**src/rtl/anx_pkg.sv**
```systemverilog
// Package with register map, field positions, reset values and states.
package anx_pkg;

    // ------------------------------------------------------------------
    // Register map
    // ------------------------------------------------------------------
    localparam logic [3:0]  IDX_EXPANSION   = 4'h6;
    localparam logic [3:0]  IDX_NP_TX       = 4'h7;
    localparam logic [11:0] ADDR_EXPANSION  = 12'h018;
    localparam logic [11:0] ADDR_NP_TX      = 12'h01C;
    localparam logic [11:0] ADDR_CONFIG     = 12'h040;
    localparam logic [11:0] ADDR_IRQ_STATUS = 12'h044;
    localparam logic [11:0] ADDR_IRQ_CLEAR  = 12'h048;
    localparam logic [11:0] ADDR_IRQ_ENABLE = 12'h04C;
    localparam logic [11:0] ADDR_NP_STATUS  = 12'h050;

    // ------------------------------------------------------------------
    // Expansion register fields
    // ------------------------------------------------------------------
    localparam int EXP_BASE_PAGE  = 5;
    localparam int EXP_PD_FAULT   = 4;
    localparam int EXP_LP_NP_ABLE = 3;
    localparam int EXP_NP_ABLE    = 2;
    localparam int EXP_PAGE_RX    = 1;
    localparam int EXP_LP_AN_ABLE = 0;
    localparam logic LOCAL_NP_ABLE = 1'b1;

    // ------------------------------------------------------------------
    // Next-page transmit fields
    // ------------------------------------------------------------------
    localparam int NPT_MORE     = 15;
    localparam int NPT_RSVD     = 14;
    localparam int NPT_MSG      = 13;
    localparam int NPT_SECOND_ACKNOWLEDGE     = 12;
    localparam int NPT_TOGGLE   = 11;
    localparam int NPT_CODE_MSB = 10;
    localparam logic        NPT_MORE_RST   = 1'b0;
    localparam logic        NPT_MSG_RST    = 1'b1;
    localparam logic        NPT_SECOND_ACKNOWLEDGE_RST   = 1'b0;
    localparam logic        NPT_TOGGLE_RST = 1'b0;
    localparam logic [10:0] NPT_CODE_RST   = 11'h001;

    // ------------------------------------------------------------------
    // Configuration and interrupt layout
    // ------------------------------------------------------------------
    localparam int CFG_ALT_NP    = 0;
    localparam int IRQ_PAGE_RX   = 0;
    localparam int IRQ_PD_FAULT  = 1;
    localparam int IRQ_NP_SENT   = 2;
    localparam int IRQ_W         = 3;

    // Next-page hand-off states, Gray coded along the path.
    typedef enum logic [1:0] {
        ANX_IDLE    = 2'b00,
        ANX_PENDING = 2'b01,
        ANX_SENDING = 2'b11
    } anx_np_state_t;

endpackage

```
**src/rtl/anx_sticky.sv**
```systemverilog
// Bank of sticky event bits where a new event wins over a clear.
module anx_sticky
    import anx_pkg::*;
(
    input  wire logic               pclk,
    input  wire logic               presetn,
    input  wire logic [IRQ_W-1:0]   event_in,
    input  wire logic [IRQ_W-1:0]   clear_in,
    output logic      [IRQ_W-1:0]   flag
);

    // ------------------------------------------------------------------
    // One flop per event bit
    // ------------------------------------------------------------------
    genvar i;
    generate
        for (i = 0; i < IRQ_W; i++) begin : g_bit
            // Set beats clear so an event in the clearing cycle survives.
            always_ff @(posedge pclk or negedge presetn) begin
                if (!presetn) begin
                    flag[i] <= 1'b0;
                end else if (event_in[i]) begin
                    flag[i] <= 1'b1;
                end else if (clear_in[i]) begin
                    flag[i] <= 1'b0;
                end
            end
        end
    endgenerate

endmodule

```
**src/rtl/anx_np_handoff.sv**
```systemverilog
// Hands the written next page to the arbitration logic, one page per write made while no page is pending.
module anx_np_handoff
    import anx_pkg::*;
(
    input  wire logic        pclk,
    input  wire logic        presetn,
    input  wire logic        page_written,
    input  wire logic        np_ready,
    output logic             np_valid,
    output logic             np_sent
);

    anx_np_state_t state;
    anx_np_state_t next_state;

    // ------------------------------------------------------------------
    // State update
    // ------------------------------------------------------------------
    // A page is offered until the arbiter takes it, then reported sent.
    always_comb begin
        next_state = state;
        case (state)
            ANX_IDLE:    if (page_written) next_state = ANX_PENDING;
            ANX_PENDING: if (np_ready) next_state = ANX_SENDING;
            ANX_SENDING: next_state = page_written ? ANX_PENDING : ANX_IDLE;
            default:     next_state = ANX_IDLE;
        endcase
    end

    always_ff @(posedge pclk or negedge presetn) begin
        if (!presetn) begin
            state    <= ANX_IDLE;
            np_valid <= 1'b0;
            np_sent  <= 1'b0;
        end else begin
            state    <= next_state;
            np_valid <= (next_state == ANX_PENDING);
            np_sent  <= (next_state == ANX_SENDING);
        end
    end

endmodule

```
**src/rtl/anx_regs.sv**
```systemverilog
// Auto-negotiation expansion and next-page transmit registers on APB.
//
// Summary of operation
// Base page bit mirrors base page variable; only meaningful with alt NP.
// Parallel detection fault latches high until the register is read.
// Partner next page able bit follows the partner advertisement.
// Local next page able bit is read-only one.
// Page received sets after the received word is stored elsewhere.
// Reading the expansion register clears page received.
// With alt NP, page received also clears on variable false or tx off.
// Partner auto-negotiation able bit follows detection result.
// More-pages flag is writable, zero after reset.
// Reserved transmit bit reads zero and ignores writes.
// Message page flag is writable, one after reset.
// Second acknowledge flag is writable, zero after reset.
// Toggle flag is writable, holds the inverse of previous toggle; the code stores whatever value is written.
// Written transmit page, code field included, is offered as next page.
module anx_regs
    import anx_pkg::*;
(
    input  wire logic        pclk,
    input  wire logic        presetn,
    input  wire logic        psel,
    input  wire logic        penable,
    input  wire logic        pwrite,
    input  wire logic [11:0] paddr,
    input  wire logic [31:0] pwdata,
    input  wire logic [3:0]  pstrb,
    output logic      [31:0] prdata,
    output logic             pready,
    output logic             pslverr,
    input  wire logic        base_page_var,
    input  wire logic        pd_fault_event,
    input  wire logic        lp_np_able,
    input  wire logic        page_rx_event,
    input  wire logic        page_received_variable,
    input  wire logic        transmit_disable,
    input  wire logic        lp_an_able,
    input  wire logic        np_ready,
    output logic             np_valid,
    output logic      [15:0] np_word,
    output logic             alt_np_enable,
    output logic             irq
);

    // ------------------------------------------------------------------
    // Bus decode
    // ------------------------------------------------------------------
    logic        acc;
    logic        wr;
    logic        rd;
    logic        hit;
    logic        rd_exp;
    logic        wr_npt;
    logic        wr_lo;
    logic        wr_hi;
    logic [31:0] next_rdata;

    // The slave always answers in the access cycle; pready is registered from the setup cycle.
    assign acc    = psel && penable;
    assign wr     = acc && pwrite;
    assign rd     = acc && !pwrite;
    assign hit    = (paddr == ADDR_EXPANSION) || (paddr == ADDR_NP_TX)
                 || (paddr == ADDR_CONFIG) || (paddr == ADDR_IRQ_STATUS)
                 || (paddr == ADDR_IRQ_CLEAR) || (paddr == ADDR_IRQ_ENABLE)
                 || (paddr == ADDR_NP_STATUS);
    assign rd_exp = rd && (paddr == ADDR_EXPANSION);
    assign wr_npt = wr && (paddr == ADDR_NP_TX);
    assign wr_lo  = pstrb[0];
    assign wr_hi  = pstrb[1];

    // ------------------------------------------------------------------
    // Expansion status bits
    // ------------------------------------------------------------------
    logic pd_fault;
    logic page_rx;
    logic page_var_q;
    logic tx_dis_q;
    logic page_var_fell;
    logic tx_dis_rose;

    // Edges of the variables; the clear acts on the transition only.
    always_ff @(posedge pclk or negedge presetn) begin
        if (!presetn) begin
            page_var_q <= 1'b0;
            tx_dis_q   <= 1'b0;
        end else begin
            page_var_q <= page_received_variable;
            tx_dis_q   <= transmit_disable;
        end
    end

    assign page_var_fell = page_var_q && !page_received_variable;
    assign tx_dis_rose   = !tx_dis_q && transmit_disable;

    // Fault latches high. A read clears only a bit that it reported, so
    // a fault that lands after the setup capture is not lost.
    always_ff @(posedge pclk or negedge presetn) begin
        if (!presetn) begin
            pd_fault <= 1'b0;
        end else if (pd_fault_event) begin
            pd_fault <= 1'b1;
        end else if (rd_exp && prdata[EXP_PD_FAULT]) begin
            pd_fault <= 1'b0;
        end
    end

    // Page received: set wins over both read clear and variable clear.
    always_ff @(posedge pclk or negedge presetn) begin
        if (!presetn) begin
            page_rx <= 1'b0;
        end else if (page_rx_event) begin
            page_rx <= 1'b1;
        end else if (rd_exp && prdata[EXP_PAGE_RX]) begin
            page_rx <= 1'b0;
        end else if (alt_np_enable && (page_var_fell || tx_dis_rose)) begin
            page_rx <= 1'b0;
        end
    end

    // ------------------------------------------------------------------
    // Next-page transmit register
    // ------------------------------------------------------------------
    logic        npt_more;
    logic        npt_msg;
    logic        npt_second_acknowledge;
    logic        npt_toggle;
    logic [10:0] npt_code;

    // Byte lanes: low byte holds code bits 7:0, high byte the flags and code bits 10:8.
    always_ff @(posedge pclk or negedge presetn) begin
        if (!presetn) begin
            npt_more   <= NPT_MORE_RST;
            npt_msg    <= NPT_MSG_RST;
            npt_second_acknowledge   <= NPT_SECOND_ACKNOWLEDGE_RST;
            npt_toggle <= NPT_TOGGLE_RST;
            npt_code   <= NPT_CODE_RST;
        end else if (wr_npt) begin
            if (wr_hi) begin
                npt_more      <= pwdata[NPT_MORE];
                npt_msg       <= pwdata[NPT_MSG];
                npt_second_acknowledge      <= pwdata[NPT_SECOND_ACKNOWLEDGE];
                npt_toggle    <= pwdata[NPT_TOGGLE];
                npt_code[10:8] <= pwdata[NPT_CODE_MSB:8];
            end
            if (wr_lo) begin
                npt_code[7:0] <= pwdata[7:0];
            end
        end
    end

    // Reserved bit is simply not stored, so it always reads zero.
    logic [15:0] npt_value;
    assign npt_value = {npt_more, 1'b0, npt_msg, npt_second_acknowledge,
                        npt_toggle, npt_code};

    // Word is captured at each write, so it changes only when a new page is written.
    always_ff @(posedge pclk or negedge presetn) begin
        if (!presetn) begin
            np_word <= 16'h0000;
        end else if (wr_npt) begin
            np_word <= npt_value_next();
        end
    end

    // Value the register will hold after the current write.
    function automatic logic [15:0] npt_value_next();
        logic [15:0] v;
        v = npt_value;
        if (wr_hi) begin
            v[15:8] = pwdata[15:8];
        end
        if (wr_lo) begin
            v[7:0] = pwdata[7:0];
        end
        v[NPT_RSVD] = 1'b0;
        return v;
    endfunction

    logic np_sent;

    // The offer comes straight from the hand-off flop; a registered copy
    // would stay high for a cycle after the arbiter took the page.
    anx_np_handoff u_handoff (
        .pclk         (pclk),
        .presetn      (presetn),
        .page_written (wr_npt),
        .np_ready     (np_ready),
        .np_valid     (np_valid),
        .np_sent      (np_sent)
    );

    // ------------------------------------------------------------------
    // Configuration register
    // ------------------------------------------------------------------
    // Bit 0 arms the edge clears of page received.
    always_ff @(posedge pclk or negedge presetn) begin
        if (!presetn) begin
            alt_np_enable <= 1'b0;
        end else if (wr && (paddr == ADDR_CONFIG) && wr_lo) begin
            alt_np_enable <= pwdata[CFG_ALT_NP];
        end
    end

    // ------------------------------------------------------------------
    // Interrupts
    // ------------------------------------------------------------------
    logic [IRQ_W-1:0] irq_status;
    logic [IRQ_W-1:0] irq_enable;
    logic [IRQ_W-1:0] irq_event;
    logic [IRQ_W-1:0] irq_clear;

    // Event sources, one sticky status bit each.
    assign irq_event[IRQ_PAGE_RX]  = page_rx_event;
    assign irq_event[IRQ_PD_FAULT] = pd_fault_event;
    assign irq_event[IRQ_NP_SENT]  = np_sent;
    assign irq_clear = (wr && (paddr == ADDR_IRQ_CLEAR) && wr_lo)
                     ? pwdata[IRQ_W-1:0] : '0;

    anx_sticky u_sticky (
        .pclk     (pclk),
        .presetn  (presetn),
        .event_in (irq_event),
        .clear_in (irq_clear),
        .flag     (irq_status)
    );

    // Enable mask; a masked event still sets its status bit.
    always_ff @(posedge pclk or negedge presetn) begin
        if (!presetn) begin
            irq_enable <= '0;
        end else if (wr && (paddr == ADDR_IRQ_ENABLE) && wr_lo) begin
            irq_enable <= pwdata[IRQ_W-1:0];
        end
    end

    // Registered, so irq trails the status bit by one cycle.
    always_ff @(posedge pclk or negedge presetn) begin
        if (!presetn) begin
            irq <= 1'b0;
        end else begin
            irq <= |(irq_status & irq_enable);
        end
    end

    // ------------------------------------------------------------------
    // Read mux and response
    // ------------------------------------------------------------------
    // Read data is registered in the setup cycle so it is valid at access.
    always_comb begin
        next_rdata = 32'h0000_0000;
        case (paddr)
            ADDR_EXPANSION: begin
                next_rdata[EXP_BASE_PAGE]  = base_page_var;
                next_rdata[EXP_PD_FAULT]   = pd_fault;
                next_rdata[EXP_LP_NP_ABLE] = lp_np_able;
                next_rdata[EXP_NP_ABLE]    = LOCAL_NP_ABLE;
                next_rdata[EXP_PAGE_RX]    = page_rx;
                next_rdata[EXP_LP_AN_ABLE] = lp_an_able;
            end
            ADDR_NP_TX:      next_rdata[15:0] = npt_value;
            ADDR_CONFIG:     next_rdata[CFG_ALT_NP] = alt_np_enable;
            ADDR_IRQ_STATUS: next_rdata[IRQ_W-1:0] = irq_status;
            ADDR_IRQ_ENABLE: next_rdata[IRQ_W-1:0] = irq_enable;
            ADDR_NP_STATUS:  next_rdata[0] = np_valid;
            default:         next_rdata = 32'h0000_0000;
        endcase
    end

    // One access cycle, no wait states; the held read data tells the
    // latch clears which bits software has seen.
    always_ff @(posedge pclk or negedge presetn) begin
        if (!presetn) begin
            prdata  <= 32'h0000_0000;
            pslverr <= 1'b0;
            pready  <= 1'b0;
        end else begin
            pready  <= psel && !penable;
            pslverr <= psel && !penable && !hit;
            if (psel && !penable && !pwrite) begin
                prdata <= next_rdata;
            end
        end
    end

endmodule

```
**config.mk**
```make
export PLATFORM = sky130hd
export DESIGN_NAME = anx_regs
export DESIGN_NICKNAME = d
export VERILOG_FILES = /design/src/rtl/anx_pkg.sv /design/src/rtl/anx_sticky.sv /design/src/rtl/anx_np_handoff.sv /design/src/rtl/anx_regs.sv
export SDC_FILE = /design/constraint.sdc
export NUM_CORES = 1
export LEC_CHECK = 0
export ABC_AREA = 1
export BUFFER_PORTS_ARGS = -buffer_cell sky130_fd_sc_hd__buf_2
export CAP_MARGIN = 20
export CELL_PAD_IN_SITES_DETAIL_PLACEMENT = 0
export CELL_PAD_IN_SITES_GLOBAL_PLACEMENT = 1
export CORE_ASPECT_RATIO = 0.5
export CORE_MARGIN = 10
export CORE_UTILIZATION = 35
export DETAILED_ROUTE_END_ITERATION = 8
export PLACE_DENSITY_LB_ADDON = 0.1
export SLEW_MARGIN = 20
export SYNTH_ARGS = -nofsm -noshare
export SYNTH_HDL_FRONTEND = slang
export SYNTH_SLANG_ARGS = --single-unit
export TNS_END_PERCENT = 5
```
**constraint.sdc**
```tcl
create_clock -name pclk -period 1 [get_ports pclk]
set_input_delay 0 -clock pclk [delete_from_list [all_inputs] [get_ports pclk]]
set_output_delay 0 -clock pclk [all_outputs]
set_load 0.03 [all_outputs]
```
Word-level counts from Yosys, hierarchy flattened
Cells that the tools add are included.
{"block": "totals", "register_bits": 64, "out_inout_bits": 53}
{"block": "op_classes", "mux": 22, "n_reduce_logical": 39, "bitwise": 1, "eq_ne": 11}
{"operator": "$eq A12 B7 Y1 const B", "n": 5}
{"operator": "$eq A12 B5 Y1 const B", "n": 2}
{"operator": "$logic_and A1 B1 Y1", "n": 19}
{"operator": "$mux W8", "n": 2}
{"operator": "$mux W1", "n": 12}
{"operator": "$mux W10", "n": 1}
{"operator": "$pmux W2 S4", "n": 1}
{"operator": "$reduce_bool A2 Y1", "n": 4}
{"operator": "$logic_or A1 B1 Y1", "n": 7}
{"operator": "$pmux W1 S6", "n": 1}
{"operator": "$pmux W2 S3", "n": 1}
{"operator": "$pmux W3 S2", "n": 1}
{"operator": "$logic_not A1 Y1", "n": 5}
{"operator": "$eq A2 B1 Y1 const B", "n": 2}
{"operator": "$eq A2 B2 Y1 const B", "n": 2}
{"operator": "$mux W2", "n": 2}
{"operator": "$and A3 B3 Y3", "n": 1}
{"operator": "$mux W3", "n": 1}
{"operator": "$reduce_bool A3 Y1", "n": 1}
{"operator": "$reduce_or A3 Y1", "n": 1}
{"operator": "$logic_not A2 Y1", "n": 1}
{"operator": "$reduce_and A2 Y1", "n": 1}

Depth between registers and ports, before layout
{"block": "depth", "ltp_word": 9, "depth_mapped": 10, "ltp_nobuf": 9}

Hierarchy
Synthesis repeated with hierarchy kept, for this count alone.
{"block": "hier_totals", "hier_cells": 343, "area_unflattened_um2": 2829.0}
{"mod": "anx_regs", "n_inst": 1, "area_per_inst_um2": 2556.2, "cells_per_inst": 314}
{"mod": "anx_np_handoff", "n_inst": 1, "area_per_inst_um2": 152.6, "cells_per_inst": 14}
{"mod": "anx_sticky", "n_inst": 1, "area_per_inst_um2": 120.1, "cells_per_inst": 15}

Worst setup path before layout
Ideal clock, no wire load.
{"block": "synth_timing", "path_kind": "input-to-reg", "start": "input port paddr[9]", "end": "register npt_code[10]", "setup_slack_ns": -0.060, "required_ns": 0.882, "cell_stages": 9, "t_arrival_ns": 0.942, "setup_ns": 0.118, "path_cell_list": "nor2_1 > nand2_1 > nor2_4 > nand2_4 > nor2_8 > nand2_4 > buf_6 > nand2_2 > o21ai_2"}
{"block": "synth_between", "elab_chain_len": 3}
{"item": "start: declaration", "line_no": "anx_regs.sv:26", "source": "input wire logic [11:0] paddr,"}
{"item": "$eq A12 B5 Y1", "line_no": "anx_regs.sv:68", "source": "assign wr_npt = wr && (paddr == ADDR_NP_TX);"}
{"item": "$logic_and A1 B1 Y1", "line_no": "anx_regs.sv:68"}
{"item": "$reduce_and A2 Y1 (no line)"}
{"item": "end signal: assignment", "line_no": "anx_regs.sv:144", "source": "npt_code[10:8] <= pwdata[NPT_CODE_MSB:8];"}
{"item": "end: declaration", "line_no": "anx_regs.sv:128", "source": "logic [10:0] npt_code;"}
No other way between the ends.
A chain may end at the register's enable or synchronous reset.

Worst setup path in the final report
{"block": "layout_timing", "start": "register npt_code[2]", "end": "register prdata[2]"}
{"block": "layout_between", "elab_chain_len": 1}
{"item": "start signal: assignment", "line_no": "anx_regs.sv:147", "source": "npt_code[7:0] <= pwdata[7:0];"}
{"item": "$pmux W2 S4", "line_no": "anx_regs.sv:252", "source": "case (paddr)"}
{"item": "end signal: assignment", "line_no": "anx_regs.sv:281", "source": "prdata <= next_rdata;"}
{"item": "end: declaration", "line_no": "anx_regs.sv:29", "source": "output logic [31:0] prdata,"}
No other way between the ends.

==> impl_metrics.env <==
export IMPL_crit_arrival_ns=1.16
export IMPL_vias=2451
export IMPL_post_place_ws_ns=-0.265
export IMPL_dpl_cell_area_mm2=0.00349
export IMPL_dpl_cell_count=544
export IMPL_insertion_delay_ns=0.29
export IMPL_dpl_hpwl_mm=5.89
export IMPL_ant_nets=0
export IMPL_grt_overflow_total=0
export IMPL_cp_end_kind="register"
export IMPL_grt_pass1_vias=2542
export IMPL_avgSynthCellArea_um2=8.36
export IMPL_grt_pass1_wl_mm=12.4
export IMPL_grt_max_degree=57
export IMPL_mostFrequentLayoutCells="nand2_1, buf_2, dfrtp_1"
export IMPL_fmax_mhz=1020
export IMPL_clk_pin_slew_ns=0.07
export IMPL_die_x_um=149
export IMPL_ios=114
export IMPL_cts_buffer_depth=2
export IMPL_h_tree_depth=2
export IMPL_setup_ws_ns=0.0197
export IMPL_fin_nets=518
export IMPL_layout_commonest_cell="nand2_1"
export IMPL_drtIter0Drc=137
export IMPL_slowest_delay_ns=0.39
export IMPL_cts_setup_buffers=0
export IMPL_n_antenna_cell=0
export IMPL_crit_chain="o211ai_1, nand3_1, nand2_1, nand2_1"
export IMPL_final_util_pct=47.8
export IMPL_first_pass_iters=4
export IMPL_fp_row_count=23
export IMPL_synthDistinctLibCells=31
export IMPL_coreArea_mm2=0.00803
export IMPL_syn_cell_area_mm2=0.00289
export IMPL_gp_congestion=0.799
export IMPL_p_per_area_mw_per_mm2=1240
export IMPL_skew_ns=0.00928
export IMPL_cts_buffers=5
export IMPL_initial_utilization_pct=36.0
export IMPL_drv_cap=0
export IMPL_hold_class="in -> reg"
export IMPL_cp_required_ns=1.18
export IMPL_vias_per_cell=4.30
export IMPL_period_needed_ns=0.980
export IMPL_setup_viol=0
export IMPL_wl_mm=7.56
export IMPL_ys_seq_area_share_pct=48.5
export IMPL_p_leak_nw=2.08
export IMPL_worst_path_max_delay_cell="dfrtp_1"
export IMPL_maxSlewViolCount=0
export IMPL_critPathLaunchType="register"
export IMPL_final_hold_violation_count=0
export IMPL_die_area_mm2=0.0125
export IMPL_status="finished, final reports clean"
export IMPL_drc=0
export IMPL_stdcell_count=570
export IMPL_portBuffers=76
export IMPL_total_power_mw=4.75
export IMPL_critPathKind="reg -> reg"
export IMPL_syn_inst=346
export IMPL_path_max_fanout=2
export IMPL_antenna_found_initial=0
export IMPL_ys_ff_latch=56
export IMPL_rsz0062_at_grt="true"
export IMPL_cts_root_buf="clkbuf_16"
export IMPL_fillCellCount=797
export IMPL_die_h_um=84.3
export IMPL_clock_sinks=56
export IMPL_cts_tree="done"
export IMPL_min_period_over_period_pct=98.0
export IMPL_cpMostUsedCell="nand2_1"
export IMPL_track_usage_pct=11.9
export IMPL_ir_drop_mv=0.603
export IMPL_area_delta_synth_final_pct=32.6
export IMPL_postLayoutCellArea_mm2=0.00384
export IMPL_yosys_warnings=0
export IMPL_drive_gt1_share_pct=32.5
export IMPL_drt_wirelength_per_cell_um=13.3
[per-stage QoR]
stage,TNS [ns],hold WS [ns]
floorplan,-0.214,-0.296
global placement,-6.35,0.0224
detailed placement,-7.18,0.0275
CTS,0,0.0264
global route,-0.0257,0.0319
finish,0,0.0145
[report_power, final]
group | internal (mW) | switching, mW
sequential | 2.31 | 0.0229
combinational | 0.230 | 0.405
clock | 1.00 | 0.780
total | 3.54 | 1.21
[Yosys cell counts (all sizes together)]
cell | number | share of area [%]
dfrtp | 54 | 47
clkbuf | 1 | 0.13
o21ai | 45 | 9.7
nand3 | 24 | 4.3
o22ai | 1 | 0.22
nand2 | 96 | 14
nor2 | 29 | 5.4
buf | 32 | 8.4
nand3b | 1 | 0.26
a21oi | 7 | 1.3
o21a | 3 | 0.78
nand4 | 1 | 0.22
dfstp | 2 | 1.8
o211ai | 1 | 0.26
inv | 43 | 5.6
conb | 1 | 0.13
or2 | 3 | 0.65
nor3 | 1 | 0.17
and3 | 1 | 0.22
[state kept, by name, summed over array words and instances, names as in the netlist, 2 cells and up]
register,count
irq_enable,3
np_word,9
npt_code,10
prdata,15
u_handoff.state,2
u_sticky.flag,3
[path summary, 6_finish.rpt]
check                                                    end  slack, ns  cells past startpoint                         from
worst min register to register  u_sticky.flag[2]$_DFFE_PN0P_       0.47                      2  u_handoff.np_sent$_DFF_PN0_
min in group asynchronous            np_word[12]$_DFFE_PN0N_       0.24                      3                      presetn
max in group asynchronous            npt_code[0]$_DFFE_PN1N_       0.46                      3                      presetn
worst max-delay path                   prdata[2]$_DFFE_PN0P_       0.02                      4      npt_code[2]$_DFFE_PN0P_
worst max register to register         prdata[2]$_DFFE_PN0P_       0.02                      4      npt_code[2]$_DFFE_PN0P_
worst min-delay path                 npt_code[0]$_DFFE_PN1N_       0.01                      4                     pstrb[0]
[per-layer routing]
metal / up-vias / wire, um / share of wire (%) / GRT usage [%]
met2: 70 / 3250 / 43 / 18.9
li1: 1268 / - / - / -
met5: - / 0 / 0 / 0
met4: 0 / 46 / 0.61 / 1.70
met3: 7 / 573 / 7.6 / 4.60
met1: 1106 / 3690 / 49 / 15.4
[cell families (layout without fill, tap and decap cells)]
logic type | Yosys count | in the layout | synth area share [%]
AND/OR/NAND/NOR | 156 | 156 | 24.9
buffers and inverters | 76 | 171 | 14.1
AO/OA/AOI/OAI | 57 | 57 | 12.3
flip-flops | 56 | 56 | 48.5
other | 1 | 18 | 0.130
[repair_timing]
| item | 4_1_cts | 5_1_grt |
|---|---|---|
| resized for setup | 1 | 7 |
| hold buffers | 18 | 0 |
| pin swaps | 0 | 0 |
| setup endpoints to repair | 1 | 19 |
| hold endpoints to repair | 82 | 0 |
| gates cloned | 0 | 0 |
[layout make-up]
| class | count | area [um^2] | area share, % |
|---|---|---|---|
| clock buffers | 8 | 146 | 3.82 |
| inverters | 43 | 161 | 4.21 |
| multi-input cells | 231 | 1160 | 30.2 |
| flip-flops and latches | 56 | 1400 | 36.6 |
| well taps | 112 | 140 | 3.65 |
| repair buffers | 120 | 825 | 21.5 |
[critical path, delay by kind of cell (launching register included)]
kind / cells / cell delay, ns
AOI/OAI and AO/OA: 1 / 0.19
DFF: 1 / 0.39
and+or+nand+nor: 3 / 0.29
(Power assumes the default switching activity.)
